File: src/core/wps_pkg.sv
// wps_pkg: constants and types for the watchdog and power-save controller
// assumes a 32-bit apb slave at 25 mhz; one clock domain
package wps_pkg;
   // ==========================================
   // register map (byte addresses)
   localparam logic [7:0] WPS_OFS_CMP = 8'h00;
   localparam logic [7:0] WPS_OFS_CKC = 8'h04;
   localparam logic [7:0] WPS_OFS_STAT = 8'h08;
   localparam logic [7:0] WPS_OFS_CMD = 8'h0c;
   // ==========================================
   // field positions
   localparam int WPS_CMP_CLR_BIT = 7;
   localparam int WPS_CKC_RC_BIT = 0;
   localparam int WPS_CKC_RST_BIT = 1;
   localparam int WPS_CKC_WAKE_BIT = 2;
   localparam int WPS_CMD_STOP_BIT = 0;
   localparam int WPS_CMD_FLAGCLR_BIT = 1;
   // ==========================================
   // reset values
   localparam logic [7:0] WPS_CMP_RST = 8'h7f;
   localparam logic [7:0] WPS_CKC_RST = 8'h00;
   // ==========================================
   // timing: wake counter runs 00..ff, rc prescale 2^8
   localparam logic [7:0] WPS_STAB_LAST = 8'hff;
   localparam int WPS_RC_PRE_W = 8;
   localparam int WPS_BIT_PERIOD_NS = 40;
   localparam int WPS_CLK_NS = 40;
   localparam int WPS_BIT_CYC = (WPS_BIT_PERIOD_NS + WPS_CLK_NS - 1) / WPS_CLK_NS;
   // ==========================================
   // power states
   typedef enum logic [3:0] {
      WPS_RUN = 4'b0001,
      WPS_STOP = 4'b0010,
      WPS_WAKET = 4'b0100,
      WPS_STAB = 4'b1000
   } wps_state_t;
   // wake sources bundled
   typedef struct packed {
      logic [3:0] ext_irq;
      logic [1:0] event_cnt;
      logic serial;
      logic timer0;
      logic timer2;
   } wps_wake_t;
endpackage

File: src/core/wps_wdcnt.sv
// wps_wdcnt: 7-bit watchdog counter with compare and clear
// assumes tick is a single-cycle pulse in the pclk domain
`timescale 1ns/100ps
module wps_wdcnt
   import wps_pkg::*;
#(
   parameter int WIDTH = 7
) (
   input wire logic pclk,
   input wire logic presetn,
   input wire logic tick,
   input wire logic clear,
   input wire logic [WIDTH-1:0] limit,
   output logic match
);
   logic [WIDTH-1:0] cnt_reg;
   // ==========================================
   // counter, zero on reset and clear
   // RL5 clear zeroes counter
   always_ff @(posedge pclk or negedge presetn) begin
      if (!presetn) begin
         cnt_reg <= '0;
         match <= 1'b0;
      end else if (clear) begin
         cnt_reg <= '0;
         match <= 1'b0;
      end else if (tick) begin
         // RL3 compare with limit
         if (cnt_reg + 1'b1 == limit) begin
            cnt_reg <= '0;
            match <= 1'b1;
         end else begin
            cnt_reg <= cnt_reg + 1'b1;
            match <= 1'b0;
         end
      end else begin
         match <= 1'b0;
      end
   end
endmodule

File: src/core/wps_ctrl.sv
// wps_ctrl: watchdog timer and stop / wake-up-timer power-save control
// assumes apb master on pclk; rc and interval ticks are pclk-synchronous pulses
//
// Operation
// RL1: watchdog ticks from rc oscillator or prescaled system clock.
// RL2: rc source keeps counting while main oscillator halted, stop included.
// RL3: 7-bit counter compared to compare bits 6..0 sets match flag.
// RL4: match raises interrupt or resets cpu per reset-select bit.
// RL5: counter-clear bit zeroes counter, self-clears after one cycle.
// RL6: counting starts only after interval timer cleared.
// RL7: rc timeout is period*256*compare plus half of period*256; code times out at exactly period*256*compare after a clear.
// RL8: interval-timer source makes plain 7-bit interval timer.
// RL9: rc-source select bit switches watchdog to rc oscillator.
// RL10: stop enters stop mode or wake-up-timer mode per wake select.
// RL11: stop halts oscillator, cpu, prescaler, timers; state retained.
// RL12: wake-timer mode keeps oscillator; timers 0 and 2 on div-2048.
// RL13: stop exits by reset, rc watchdog, ext, event, serial; plus timers.
// RL14: program counter holds address following stop instruction.
// RL15: software writes clock control register as whole bytes only.
// RL16: software places two nops after each stop.
// RL17: reset held long enough for oscillator restart.
// RL18: wake with master enable takes interrupt, else resumes without vector.
// RL19: wake from stop waits for interval counter overflow from zero.
// RL20: wake-timer exit inserts no stabilization delay.
// RL21: match flag sticky until accepted or cleared; counter zero after reset.
//
// Decided for this implementation: the APB register port and the register offsets.
`timescale 1ns/100ps
module wps_ctrl
   import wps_pkg::*;
(
   input wire logic pclk,
   input wire logic presetn,
   input wire logic psel,
   input wire logic penable,
   input wire logic pwrite,
   input wire logic [7:0] paddr,
   input wire logic [31:0] pwdata,
   output logic [31:0] prdata,
   output logic pready,
   output logic pslverr,
   input wire logic rc_tick,
   input wire logic bit_tick,
   input wire logic bit_clear,
   input wire logic irq_accept,
   input wire logic master_irq_en,
   input wire wps_wake_t wake_src,
   input wire logic [15:0] next_pc,
   output logic wd_irq,
   output logic cpu_reset,
   output logic osc_run,
   output logic cpu_run,
   output logic timers_run,
   output logic presc_2048_only,
   output logic wake_vector,
   output logic [15:0] held_pc
);
   logic [7:0] cmp_reg;
   logic [7:0] ckc_reg;
   logic flag_reg;
   logic started_reg;
   logic [7:0] stab_reg;
   logic [WPS_RC_PRE_W-1:0] rc_pre_reg;
   wps_state_t state_reg;
   logic wr;
   logic rd;
   logic match;
   logic wd_tick;
   logic stop_cmd;
   logic flag_clr;
   logic wake_any;

   // ==========================================
   // apb decode, zero-wait
   function automatic logic hit(input logic [7:0] a, input logic [7:0] o);
      hit = (a == o);
   endfunction
   assign wr = psel && penable && pwrite;
   assign rd = psel && !penable && !pwrite;
   assign stop_cmd = wr && hit(paddr, WPS_OFS_CMD) && pwdata[WPS_CMD_STOP_BIT];
   assign flag_clr = wr && hit(paddr, WPS_OFS_CMD) && pwdata[WPS_CMD_FLAGCLR_BIT];

   // register writes; clear bit self-clears next cycle
   always_ff @(posedge pclk or negedge presetn) begin
      if (!presetn) begin
         cmp_reg <= WPS_CMP_RST;
         ckc_reg <= WPS_CKC_RST;
      end else begin
         // RL5 self-clearing clear bit
         cmp_reg[WPS_CMP_CLR_BIT] <= 1'b0;
         if (wr && hit(paddr, WPS_OFS_CMP)) begin
            cmp_reg <= pwdata[7:0];
         end else if (wr && hit(paddr, WPS_OFS_CKC)) begin
            // RL9 rc select byte write
            ckc_reg <= pwdata[7:0];
         end
      end
   end

   // read data and response
   always_ff @(posedge pclk or negedge presetn) begin
      if (!presetn) begin
         prdata <= '0;
         pready <= 1'b0;
         pslverr <= 1'b0;
      end else begin
         pready <= psel && !penable;
         pslverr <= psel && !penable && !(hit(paddr, WPS_OFS_CMP) || hit(paddr, WPS_OFS_CKC)
                    || hit(paddr, WPS_OFS_STAT) || hit(paddr, WPS_OFS_CMD));
         if (rd) begin
            if (hit(paddr, WPS_OFS_CMP)) begin
               prdata <= {24'h000000, cmp_reg};
            end else if (hit(paddr, WPS_OFS_CKC)) begin
               prdata <= {24'h000000, ckc_reg};
            end else if (hit(paddr, WPS_OFS_STAT)) begin
               prdata <= {24'h000000, state_reg, 2'b00, started_reg, flag_reg};
            end else begin
               prdata <= '0;
            end
         end
      end
   end

   // ==========================================
   // watchdog clock selection
   // RL6 start after interval clear
   always_ff @(posedge pclk or negedge presetn) begin
      if (!presetn) begin
         started_reg <= 1'b0;
      end else if (bit_clear) begin
         started_reg <= 1'b1;
      end
   end

   // RL7 rc prescale by 2^8
   always_ff @(posedge pclk or negedge presetn) begin
      if (!presetn) begin
         rc_pre_reg <= '0;
      end else if (cmp_reg[WPS_CMP_CLR_BIT]) begin
         rc_pre_reg <= '0;
      end else if (rc_tick) begin
         rc_pre_reg <= rc_pre_reg + 1'b1;
      end
   end

   // RL1 source mux; RL2 rc runs in every state; RL8 interval source
   assign wd_tick = started_reg && (ckc_reg[WPS_CKC_RC_BIT]
      ? (rc_tick && rc_pre_reg == {WPS_RC_PRE_W{1'b1}})
      : (bit_tick && state_reg == WPS_RUN));

   wps_wdcnt #(
      .WIDTH(7)
   ) u_cnt (
      .pclk(pclk),
      .presetn(presetn),
      .tick(wd_tick),
      .clear(cmp_reg[WPS_CMP_CLR_BIT]),
      .limit(cmp_reg[6:0]),
      .match(match)
   );

   // ==========================================
   // sticky match flag; set beats clear
   // RL21 sticky flag
   always_ff @(posedge pclk or negedge presetn) begin
      if (!presetn) begin
         flag_reg <= 1'b0;
      end else if (match) begin
         flag_reg <= 1'b1;
      end else if (irq_accept || flag_clr) begin
         flag_reg <= 1'b0;
      end
   end

   // RL4 interrupt or reset
   always_ff @(posedge pclk or negedge presetn) begin
      if (!presetn) begin
         wd_irq <= 1'b0;
         cpu_reset <= 1'b0;
      end else begin
         wd_irq <= (flag_reg || match) && !ckc_reg[WPS_CKC_RST_BIT];
         cpu_reset <= match && ckc_reg[WPS_CKC_RST_BIT];
      end
   end

   // ==========================================
   // power-save state machine
   // RL13 wake sources
   assign wake_any = (|wake_src.ext_irq) || (|wake_src.event_cnt) || wake_src.serial
      || (match && ckc_reg[WPS_CKC_RC_BIT])
      || (state_reg == WPS_WAKET && (wake_src.timer0 || wake_src.timer2));

   always_ff @(posedge pclk or negedge presetn) begin
      if (!presetn) begin
         state_reg <= WPS_RUN;
         stab_reg <= '0;
         wake_vector <= 1'b0;
         held_pc <= '0;
      end else begin
         wake_vector <= 1'b0;
         case (state_reg)
            WPS_RUN: begin
               if (stop_cmd) begin
                  // RL14 hold next address
                  held_pc <= next_pc;
                  // RL10 mode from wake select
                  state_reg <= ckc_reg[WPS_CKC_WAKE_BIT] ? WPS_WAKET : WPS_STOP;
               end
            end
            WPS_STOP: begin
               if (wake_any) begin
                  // RL19 stabilize from zero
                  stab_reg <= '0;
                  state_reg <= WPS_STAB;
               end
            end
            WPS_WAKET: begin
               if (wake_any) begin
                  // RL20 no stabilization; RL18 vector if enabled
                  wake_vector <= master_irq_en;
                  state_reg <= WPS_RUN;
               end
            end
            WPS_STAB: begin
               if (bit_tick) begin
                  stab_reg <= stab_reg + 1'b1;
                  if (stab_reg == WPS_STAB_LAST) begin
                     // RL18 vector if enabled
                     wake_vector <= master_irq_en;
                     state_reg <= WPS_RUN;
                  end
               end
            end
            default: begin
               state_reg <= WPS_RUN;
            end
         endcase
      end
   end

   // RL11 halts in stop; RL12 wake-timer keeps oscillator and timers
   always_ff @(posedge pclk or negedge presetn) begin
      if (!presetn) begin
         osc_run <= 1'b1;
         cpu_run <= 1'b1;
         timers_run <= 1'b1;
         presc_2048_only <= 1'b0;
      end else begin
         osc_run <= state_reg != WPS_STOP;
         cpu_run <= state_reg == WPS_RUN;
         timers_run <= state_reg == WPS_RUN || state_reg == WPS_WAKET;
         presc_2048_only <= state_reg == WPS_WAKET;
      end
   end

   // ==========================================
   // checks
   property p_clr_self;
      @(posedge pclk) disable iff (!presetn)
      cmp_reg[WPS_CMP_CLR_BIT] |=> !cmp_reg[WPS_CMP_CLR_BIT] || $past(wr);
   endproperty
   a_clr_self: assert property (p_clr_self) else $error("clear bit stuck"); // RL5

   property p_flag_set;
      @(posedge pclk) disable iff (!presetn)
      match |=> flag_reg;
   endproperty
   a_flag_set: assert property (p_flag_set) else $error("flag not set"); // RL3

   property p_reset_sel;
      @(posedge pclk) disable iff (!presetn)
      match && ckc_reg[WPS_CKC_RST_BIT] |=> cpu_reset && !wd_irq;
   endproperty
   a_reset_sel: assert property (p_reset_sel) else $error("reset select wrong"); // RL4

   property p_stop_mode;
      @(posedge pclk) disable iff (!presetn)
      state_reg == WPS_RUN && stop_cmd |=> state_reg == (ckc_reg[WPS_CKC_WAKE_BIT] ? WPS_WAKET : WPS_STOP);
   endproperty
   a_stop_mode: assert property (p_stop_mode) else $error("bad stop mode"); // RL10

   property p_stop_halt;
      @(posedge pclk) disable iff (!presetn)
      state_reg == WPS_STOP |=> !osc_run && !cpu_run && !timers_run;
   endproperty
   a_stop_halt: assert property (p_stop_halt) else $error("stop not halted"); // RL11

   property p_waket_run;
      @(posedge pclk) disable iff (!presetn)
      state_reg == WPS_WAKET |=> osc_run && timers_run && presc_2048_only && !cpu_run;
   endproperty
   a_waket_run: assert property (p_waket_run) else $error("wake timer outputs wrong"); // RL12

   property p_no_stab;
      @(posedge pclk) disable iff (!presetn)
      state_reg == WPS_WAKET && wake_any |=> state_reg == WPS_RUN;
   endproperty
   a_no_stab: assert property (p_no_stab) else $error("delay in wake timer exit"); // RL20

   property p_pc_hold;
      @(posedge pclk) disable iff (!presetn)
      state_reg == WPS_RUN && stop_cmd |=> (held_pc == $past(next_pc)) ##1 $stable(held_pc);
   endproperty
   a_pc_hold: assert property (p_pc_hold) else $error("pc not held"); // RL14

   property p_no_start;
      @(posedge pclk) disable iff (!presetn)
      !started_reg |=> !match;
   endproperty
   a_no_start: assert property (p_no_start) else $error("counted before start"); // RL6
endmodule

File: config.mk
export PLATFORM = sky130hd
export DESIGN_NAME = wps_ctrl
export DESIGN_NICKNAME = d
export VERILOG_FILES = /design/src/core/wps_pkg.sv /design/src/core/wps_wdcnt.sv /design/src/core/wps_ctrl.sv
export SDC_FILE = /design/constraint.sdc
export NUM_CORES = 1
export LEC_CHECK = 0
export BUFFER_PORTS_ARGS = -buffer_cell sky130_fd_sc_hd__buf_4
export CAP_MARGIN = 20
export CORE_AREA = 2 2 79 100
export DETAILED_ROUTE_END_ITERATION = 6
export DIE_AREA = 0 0 81 102
export HOLD_SLACK_MARGIN = 0.05
export PLACE_DENSITY = 0.93
export SETUP_SLACK_MARGIN = 0.1
export SLEW_MARGIN = 20
export SYNTH_ARGS = -nofsm -noshare
export SYNTH_HDL_FRONTEND = slang
export SYNTH_SLANG_ARGS = --single-unit
File: constraint.sdc
create_clock -name pclk -period 3.2 [get_ports pclk]
set_clock_uncertainty 0.2 [all_clocks]
set_input_delay 0.64 -clock pclk [delete_from_list [all_inputs] [get_ports pclk]]
set_output_delay 0.64 -clock pclk [all_outputs]
set_load 0.01 [all_outputs]
==> results.md, run 1 <==
* Total GRT Usage at 0.2082
* Initial core utilization at 0.5361
* Ys async rst share at 1.000
* Required time of the critical path at 3.24 ns
* CTS buffer count at 9
* GR met1 Demand/Resource at 0.2187
* Cell taking the most area after synthesis: dfrtp_1
* Post-synth top area share at 0.4366
* # rows at 35
* Max IR drop VDD at 369.6 uV
* ANT nets after route at 0
* Max_cap viols at 0
* Area growth from synthesis to layout at 20.29%
* Clk Latency, worst-skew pair at 0.35 ns
* Post-CTS resize count at 0
* Crit path kind: input port to flip-flop
* CTS Hold Buffers Added at 0
* Grt ovf at 0
* Die area at 8262 sq um
* Clock Path Buffers at 2
* Crit Path Max Fanout at 3
* Fraction of layout cells with a size suffix above 1 at 0.3485
* Fin cells at 531
* Yosys cell types at 57
* Port bufs at 83
* DRC viols at 0
* Run status: finished clean
* Final WL at 8378 microns
* # setup viols final at 0
* Placed Instances at 515
* Grt met3 use at 0.05124
* Pin count of the biggest net entering global routing at 80
* Clk sink count at 79
* Initial DRT Pass Iterations at 4
* Fmax at 388.8 MHz
* Synth Cell Area at 3897 sq um
* CTS tree: done
* Top reg by flops: held_pc
* Reg clk slew, reported paths at 0.08 ns
* Net Sw Frac at 0.3218
* H-tree depth at 3
* Starting DRT DRC Count at 210
* Vias in the first global route at 2937
* Post-route setup slack at 0.6279 ns
* Period utilization at 0.8038
* Post-DR wirelength/cell at 15.78 microns
* Via count at 2985
* Initial antenna violation count at 0
* Crit path max-delay cell type: or4_4
* Fin Hold WS at 0.2158 ns
* Slew of the pin with the lowest slew margin at 0.9475 ns
* Root Buffer: clkbuf_8
* Setup TNS at 0 ns
* Syn_area_per_cell at 11.07 sq um
* M2 GR Usage at 0.3878
* Die Wd at 81 microns
* Synth Flop Type: dfrtp_1
* Clock share of power at 0.281
* Psw at 0.8510 mW
* RSZ-0062 raised after global routing: no
* Total internal power at 1.793 mW
* Flop pwr share at 0.474
* Synth top area cells: dfrtp_1, mux2_2, dfstp_2
* Commonest cells after routing, fill and taps aside: buf_4, dfrtp_1, nand2_1, mux2_2, conb_1
* Combinational power share at 0.245
* Crit. End Element: flip-flop
* Final Wtd Congestion at 0.8509
* Sequential area share after synthesis at 0.5108
* Yosys warns at 0
* Critical path arrival at 2.61 ns
* Core area at 7269 sq um
* First-pass GRT wire length at 13190 microns
* Final nets at 512
* Power Density at 564.0 nW/um^2
* Final min period at 2.572 ns
* Number of flops mapped to enable cells by yosys at 0
* Hold Path Class: input port to async pin
* Via density at 5.621
* Hold Violations, Final at 0
* HPWL Detailed at 6002 microns
* FF+latch count, synth at 79
* Worst slew margin at 0.3683
* Final number of max-transition violations at 0
* Height of the die at 102 microns
* Largest register FFs at 16
* Gr busiest metal: met2
* Post-CTS setup buffer count at 0
* Startpoint types: input port
* Crit-path cells: buf_4, or4_4, nor4_4, a21oi_1, a211oi_2, mux2_2
* Pre-CTS setup slack at 0.3035 ns
* CP max stage delay at 0.54 ns
* Commonest non-fill, non-tap cell in the layout: buf_4
* Syn Inst Count at 352
* Diode count at 0
* Boundary Pins at 132
* Leakage at 2.287 nW
[metrics by stage]
stage,power [mW],cell area [sq um],utilization
after global placement,1.846,4491,0.6177
after global routing,2.778,4688,0.6449
final,2.644,4688,0.6449
after floorplan,1.702,3984,-
after CTS,2.640,4688,0.6449
after detailed placement,1.894,4491,0.6177
[critical path: cells and delay by family]
kind                   cells  cell delay (ns)
buffers and inverters      1             0.11
muxes                      1             0.38
AOI/OAI and AO/OA          2             0.53
and+or+nand+nor            2             0.95
[path summary, 6_finish.rpt]
| path | startpoint | endpoint | slack, ns | cells past startpoint |
|---|---|---|---|---|
| max | paddr[5] | state_reg[1] | 0.63 | 6 |
| min | presetn | stab_reg[7] | 0.22 | 1 |
| max reg2reg | u_cnt.cnt_reg[0] | u_cnt.cnt_reg[1] | 0.74 | 6 |
| min reg2reg | prdata[2] | prdata[2] | 0.29 | 2 |
| max in group asynchronous | presetn | rc_pre_reg[6] | 1.96 | 1 |
| min in group pclk | penable | pready | 0.26 | 2 |
[power groups by stage]
| stage | registers [mW] | clock network [mW] | logic (mW) |
|---|---|---|---|
| floorplan | 1.24 | 0 | 0.461 |
| global placement | 1.25 | 0 | 0.597 |
| detailed placement | 1.26 | 0 | 0.632 |
| CTS | 1.25 | 0.751 | 0.641 |
| global route | 1.27 | 0.798 | 0.714 |
| finish | 1.25 | 0.743 | 0.647 |
[layer usage]
metal	vias to the layer above	wire (microns)
met2	112	4750
met1	1489	3019
met5	-	0
met4	0	191
met3	20	416
li1	1364	-
[synth_stat cells (all sizes together) (2+ instances only)]
library cell	number
o41ai	2
dfstp	11
xor2	9
clkbuf	8
or2	4
or4b	2
a31o	2
and2	10
a21oi	12
o32ai	5
nor2	23
a211oi	3
buf	27
nor3	5
xnor2	10
nor4	6
nand2b	2
and3	2
nand3	7
mux2	32
mux2i	10
nor2b	4
a2111oi	2
ha	3
o21ai	9
or3	4
nand2	37
dfrtp	68
a22o	6
a21boi	2
inv	4
nand4	6
[logic make-up after synthesis]
logic type | count (synthesis) | synth area share
AOI/OAI and AO/OA | 51 | 0.09150
xor gates and xnor gates | 19 | 0.04270
adders and majority gates | 3 | 0.009632
buffers and inverters | 39 | 0.06324
DFF | 79 | 0.5108
muxes | 42 | 0.1181
other | 1 | 0.0009622
and+or+nand+nor | 118 | 0.1631
[cell type report]
class | instances | area (sq um)
clock inverters | 5 | 56.30
clock buffers | 11 | 141.4
multi-input cells | 257 | 1747
well taps | 92 | 115.1
repair buffers | 83 | 623.1
flip-flops and latches | 79 | 1991
fillers | 545 | 2581
inverters | 4 | 15.01
Power figures use the tool's default switching activity.
==> run 2, diff against run 1 <==
- CORE_AREA: 2 2 79 100 -> 2 2 82 104
- DIE_AREA: 0 0 81 102 -> 0 0 84 106
- PLACE_DENSITY: 0.93 -> 0.87
- clock period: 3.2 -> 2.6 ns (I/O delays scaled with it)
==> results.md, run 2 (synthesis results as in run 1) <==
* Run status: finished clean (unchanged)
* Commonest cells after routing, fill and taps aside: buf_4, dfrtp_1, nand2_1, mux2_2, conb_1 (unchanged)
* Height of the die at 106 microns (was 102 microns)
* Setup TNS at 0 ns (unchanged)
* Top reg by flops: held_pc (unchanged)
* Crit-path leading delay family: compound AO/OA/AOI/OAI gates (was simple AND/OR/NAND/NOR gates)
* Dpl cell area at 4612 sq um (was 4491 sq um)
* RSZ-0062 raised after global routing: no (unchanged)
* Required time of the critical path at 2.67 ns (was 3.24 ns)
* Filler instances at 643 (was 545)
* Total GRT Usage at 0.1969 (was 0.2082)
* Clk Latency, worst-skew pair at 0.35 ns (about the same)
* CP bufs+invs at 0 (was 1)
* Diode count at 0 (unchanged)
* Crit. End Element: flip-flop (unchanged)
* Hold path startpoint: penable
* Worst setup path start: rc_pre_reg[0] (was paddr[5])
* Via density at 5.385 (was 5.621)
* Die Wd at 84 microns (was 81 microns)
* Pre-CTS setup slack at -0.006923 ns (was 0.3035 ns)
* R2R setup slack at 0.25 ns (was 0.74 ns)
* Die area at 8904 sq um (was 8262 sq um)
* Startpoint types: flip-flop (was input port)
* Core area at 8009 sq um (was 7269 sq um)
* Root Buffer: clkbuf_8 (unchanged)
* Period utilization at 0.9035
* Initial DRT Pass Iterations at 5 (was 4)
* CTS buffer count at 9 (unchanged)
* Initial antenna violation count at 0 (unchanged)
* Crit-path cells: ha_1, and3_1, or3b_1, a2111oi_0, o32ai_1, a21oi_1 (was buf_4, or4_4, nor4_4, a21oi_1, a211oi_2, mux2_2)
* Reg clk slew, reported paths at 0.08 ns (about the same)
* Final min period at 2.349 ns
* Via count at 2951 (was 2985)
* Post-CTS resize count at 0 (unchanged)
* Final WL at 8363 microns (was 8378 microns)
* Final Wtd Congestion at 0.9431 (was 0.8509)
* Hold Violations, Final at 0 (unchanged)
* Slew of the pin with the lowest slew margin at 0.6694 ns (was 0.9475 ns)
* FF-to-FF Start: rc_pre_reg[0] (was u_cnt.cnt_reg[0])
* Max_cap viols at 0 (unchanged)
* Largest register FFs at 16 (unchanged)
* CP max stage delay at 0.50 ns (was 0.54 ns)
* Clk sink count at 79 (unchanged)
* ANT nets after route at 0 (unchanged)
* Grt ovf at 0 (unchanged)
* Crit Path Max Fanout at 8 (was 3)
* Port bufs at 83 (unchanged)
* Fmax at 425.7 MHz
* Post-CTS setup buffer count at 0 (unchanged)
* Hold Path Class: input port to flip-flop (was input port to async pin)
* Boundary Pins at 132 (unchanged)
* Starting DRT DRC Count at 169 (was 210)
* # setup viols final at 0 (unchanged)
* Post-DR wirelength/cell at 15.26 microns (was 15.78 microns)
* Leakage at 2.349 nW (was 2.287 nW)
* Worst reg2reg path depth at 6 (unchanged)
* Initial core utilization at 0.4866 (was 0.5361)
* CTS tree: done (unchanged)
* CP endpoint: u_cnt.cnt_reg[6] (was state_reg[1])
* Area growth from synthesis to layout at 23.18% (was 20.29%)
* # rows at 37 (was 35)
* Final number of max-transition violations at 0 (unchanged)
* Fraction of layout cells with a size suffix above 1 at 0.3614 (was 0.3485)
* Pin count of the biggest net entering global routing at 45 (was 80)
* Worst slew margin at 0.5505 (was 0.3683)
* Reg-to-reg endpoint: u_cnt.cnt_reg[6] (was u_cnt.cnt_reg[1])
* Clock Path Buffers at 2 (unchanged)
* Commonest non-fill, non-tap cell in the layout: buf_4 (unchanged)
* Final nets at 525 (was 512)
* First-pass GRT wire length at 13750 microns (was 13190 microns)
* Vias in the first global route at 2975 (was 2937)
* Critical path arrival at 2.42 ns (was 2.61 ns)
* Crit path max-delay cell type: or3b_1 (was or4_4)
* Max IR drop VDD at 431.5 uV (was 369.6 uV)
* Final Cell Area at 4801 sq um (was 4688 sq um)
* Post-route setup slack at 0.2509 ns (was 0.6279 ns)
* H-tree depth at 3 (unchanged)
* HPWL Detailed at 6230 microns (was 6002 microns)
* Worst path depth at 6 (unchanged)
* DRC viols at 0 (unchanged)
* Power Density at 677.4 nW/um^2 (was 564.0 nW/um^2)
* Crit path kind: flip-flop to flip-flop (was input port to flip-flop)
==> run 2: changes by cell type in the layout (fill, tap and decap cells not counted), sizes merged <==
cell,previous run,this run
buf,83,95
dlygate4sd3,0,1
inv,5,4
==> run 2: per-stage QoR <==
stage | utilization | total power [mW] | std cells | hold WS, ns
6_report | 0.5994 | 3.252 | 548 | 0.1507
5_1_grt | 0.5994 | 3.435 | 548 | 0.1347
3_5_place_dp | 0.5758 | 2.383 | 532 | 0.2792
2_1_floorplan | - | 2.095 | 375 | 0.02441
3_3_place_gp | 0.5758 | 2.327 | 532 | 0.2734
4_1_cts | 0.5994 | 3.261 | 548 | 0.1353
==> run 2: final cells by class <==
type | instances | area (sq um) | area share
clock buffers | 11 | 131.4 | 0.02737
clock inverters | 4 | 47.55 | 0.009904
inverters | 4 | 15.01 | 0.003127
multi-input cells | 257 | 1747 | 0.3638
flip-flops and latches | 79 | 1991 | 0.4146
well taps | 97 | 121.4 | 0.02528
repair buffers | 96 | 748.2 | 0.1559
==> run 2: repair_timing <==
item | CTS | global route
hold buffers | 1 | 0
hold endpoints to repair | 39 | 0
endpoints found under the setup margin | 0 | 0
==> run 2: worst reg2reg max path: cells and delay by family, from the launching register on <==
family,cells,cell delay (ns)
simple gates,2,0.70
fa+ha+maj,1,0.18
compound gates,3,0.81
flops,1,0.39
==> run 2: worst min-delay path by stage <==
| stage | to | slack [ns] | cells after the start |
|---|---|---|---|
| after floorplan | ckc_reg[0] | 0.02 | 0 |
| after global placement | prdata[3] | 0.27 | 2 |
| after detailed placement | wd_irq | 0.28 | 1 |
| after CTS | pready | 0.14 | 2 |
| after global routing | pready | 0.13 | 2 |
| final | pready | 0.15 | 2 |
==> run 2: power by group <==
part | total (mW) | switching, mW | internal [mW]
combinational | 0.847 | 0.455 | 0.392
sequential | 1.54 | 0.154 | 1.39
clock | 0.862 | 0.426 | 0.436
==> run 2: layer usage <==
metal	GRT usage	up-vias	share of wire
met2	0.3629	89	0.56
met4	0.08180	0	0.024
met1	0.2136	1454	0.37
li1	-	1387	-
met5	0	-	0
met3	0.04891	21	0.041
==> run 3, diff against run 2 <==
- CORE_AREA: 2 2 82 104 -> 2 2 79 100
- DIE_AREA: 0 0 84 106 -> 0 0 81 102
- PLACE_DENSITY: 0.87 -> 0.93
- clock period: 2.6 -> 2.8 ns (I/O delays scaled with it)
==> results.md, run 3 (synthesis results as in run 1) <==
* Run status: finished clean (unchanged)
* CTS buffer count at 9 (unchanged)
* Top reg by flops: held_pc (unchanged)
* Critical path arrival at 2.59 ns (was 2.42 ns)
* Post-DR wirelength/cell at 15.77 microns (was 15.26 microns)
* Max_cap viols at 0 (unchanged)
* Flop pwr share at 0.469 (was 0.474)
* Reg clk slew, reported paths at 0.08 ns (about the same)
* Pin count of the biggest net entering global routing at 80 (was 45)
* Die area at 8262 sq um (was 8904 sq um)
* Net Sw Frac at 0.3178 (was 0.3183)
* Crit. End Element: flip-flop (unchanged)
* Clk sink count at 79 (unchanged)
* Slew of the pin with the lowest slew margin at 0.9628 ns (was 0.6694 ns)
* ANT nets after route at 0 (unchanged)
* Commonest cells after routing, fill and taps aside: buf_4, dfrtp_1, nand2_1, mux2_2, conb_1 (unchanged)
* CTS tree: done (unchanged)
* Grt ovf at 0 (unchanged)
* Core area at 7269 sq um (was 8009 sq um)
* Crit Path Max Fanout at 8 (unchanged)
* Post-CTS resize count at 0 (unchanged)
* Final WL at 8469 microns (was 8363 microns)
* Crit-path cells: nor2_1, nand3_1, inv_1, nand4b_1, a2111oi_0, o32ai_1, a21oi_1 (was ha_1, and3_1, or3b_1, a2111oi_0, o32ai_1, a21oi_1)
* Fraction of layout cells with a size suffix above 1 at 0.3573 (was 0.3614)
* First-pass GRT wire length at 13610 microns (was 13750 microns)
* Clock share of power at 0.281 (was 0.265)
* Leakage at 2.317 nW (was 2.349 nW)
* Largest register FFs at 16 (unchanged)
* Max IR drop VDD at 381.1 uV (was 431.5 uV)
* Final Cell Area at 4733 sq um (was 4801 sq um)
* Vias in the first global route at 3074 (was 2975)
* Via density at 5.518 (was 5.385)
* Crit path kind: flip-flop to flip-flop (unchanged)
* Fin Hold WS at 0.1531 ns (was 0.1507 ns)
* Port bufs at 83 (unchanged)
* Initial core utilization at 0.5361 (was 0.4866)
* Clock Path Buffers at 2 (unchanged)
* Final Wtd Congestion at 0.8898 (was 0.9431)
* Required time of the critical path at 2.87 ns (was 2.67 ns)
* Commonest non-fill, non-tap cell in the layout: buf_4 (unchanged)
* Period utilization at 0.9032 (was 0.9035)
* Setup TNS at 0 ns (unchanged)
* Final min period at 2.529 ns (was 2.349 ns)
* CP max stage delay at 0.54 ns (was 0.50 ns)
* Hold Path Class: input port to async pin (was input port to flip-flop)
* Post-CTS setup buffer count at 0 (unchanged)
* Hold Violations, Final at 0 (unchanged)
* Crit path max-delay cell type: a2111oi_0 (was or3b_1)
* Starting DRT DRC Count at 124 (was 169)
* DRC viols at 0 (unchanged)
* # rows at 35 (was 37)
* Final nets at 518 (was 525)
* Dpl cell area at 4536 sq um (was 4612 sq um)
* Fmax at 395.4 MHz (was 425.7 MHz)
* Total GRT Usage at 0.2157 (was 0.1969)
* Worst slew margin at 0.3581 (was 0.5505)
* HPWL Detailed at 6243 microns (was 6230 microns)
* Root Buffer: clkbuf_8 (unchanged)
* Combinational power share at 0.250 (was 0.260)
* H-tree depth at 3 (unchanged)
* CTS Hold Buffers Added at 0 (was 1)
* Total internal power at 2.070 mW (was 2.217 mW)
* Startpoint types: flip-flop (unchanged)
* Via count at 2963 (was 2951)
* Height of the die at 102 microns (was 106 microns)
* Psw at 0.9641 mW (was 1.035 mW)
* Clk Latency, worst-skew pair at 0.35 ns (about the same)
* Die Wd at 81 microns (was 84 microns)
* Diode count at 0 (unchanged)
* Boundary Pins at 132 (unchanged)
* RSZ-0062 raised after global routing: no (unchanged)
* # setup viols final at 0 (unchanged)
* Initial DRT Pass Iterations at 4 (was 5)
* Power Density at 641.0 nW/um^2 (was 677.4 nW/um^2)
* Area growth from synthesis to layout at 21.44% (was 23.18%)
* Final number of max-transition violations at 0 (unchanged)
* Initial antenna violation count at 0 (unchanged)
run 3: cell count changes in the layout (fill, tap and decap cells not counted):
cell           before  now
buf_12              2    0
buf_4              93   89
clkbuf_1            2    1
clkbuf_8            9   10
dlygate4sd3_1       1    0
inv_6               0    1
run 3: metrics by stage:
| step | total power [mW] | std cells | setup WS [ns] | util |
|---|---|---|---|---|
| floorplan | 1.945 | 375 | 0.2962 | - |
| global placement | 2.136 | 521 | 0.1642 | 0.6239 |
| detailed placement | 2.196 | 521 | 0.1180 | 0.6239 |
| CTS | 3.043 | 537 | 0.3295 | 0.6511 |
| global route | 3.202 | 537 | 0.1684 | 0.6511 |
| finish | 3.034 | 537 | 0.2710 | 0.6511 |
run 3: worst max-delay path, delay by kind of cell, from the launching register on:
kind | cells | cell delay, ns
AOI/OAI and AO/OA | 3 | 0.88
buffers and inverters | 1 | 0.19
and+or+nand+nor | 3 | 0.73
DFF | 1 | 0.43
run 3: cell type report:
class	instances	area (sq um)
fillers	531	2536
flip-flops and latches	79	1991
multi-input cells	257	1747
repair buffers	89	668.1
clock buffers	11	141.4
well taps	92	115.1
clock inverters	5	56.30
inverters	4	15.01
run 3: layer usage:
| metal | part of all wire | global-route usage | vias up |
|---|---|---|---|
| met5 | 0 | 0 | - |
| met1 | 0.36 | 0.2299 | 1453 |
| met3 | 0.056 | 0.05035 | 27 |
| li1 | - | - | 1381 |
| met4 | 0.030 | 0.1030 | 0 |
| met2 | 0.55 | 0.3961 | 102 |
run 3: final timing paths:
path	from	to	slack, ns	depth (start not counted)
worst max register to register	state_reg[1]	u_cnt.cnt_reg[6]	0.27	7
max in group asynchronous	presetn	u_cnt.cnt_reg[6]	1.62	1
worst min-delay path	presetn	stab_reg[4]	0.15	1
worst min register to register	ckc_reg[1]	wd_irq	0.30	1
worst max-delay path	state_reg[1]	u_cnt.cnt_reg[6]	0.27	7
min in group pclk	penable	pready	0.18	2
run 3: power groups by stage:
stage	combinational (mW)	clock (mW)	sequential, mW
after CTS	0.761	0.863	1.42
after global placement	0.707	0	1.43
after global routing	0.839	0.916	1.45
after detailed placement	0.756	0	1.44
final	0.759	0.854	1.42
after floorplan	0.527	0	1.42
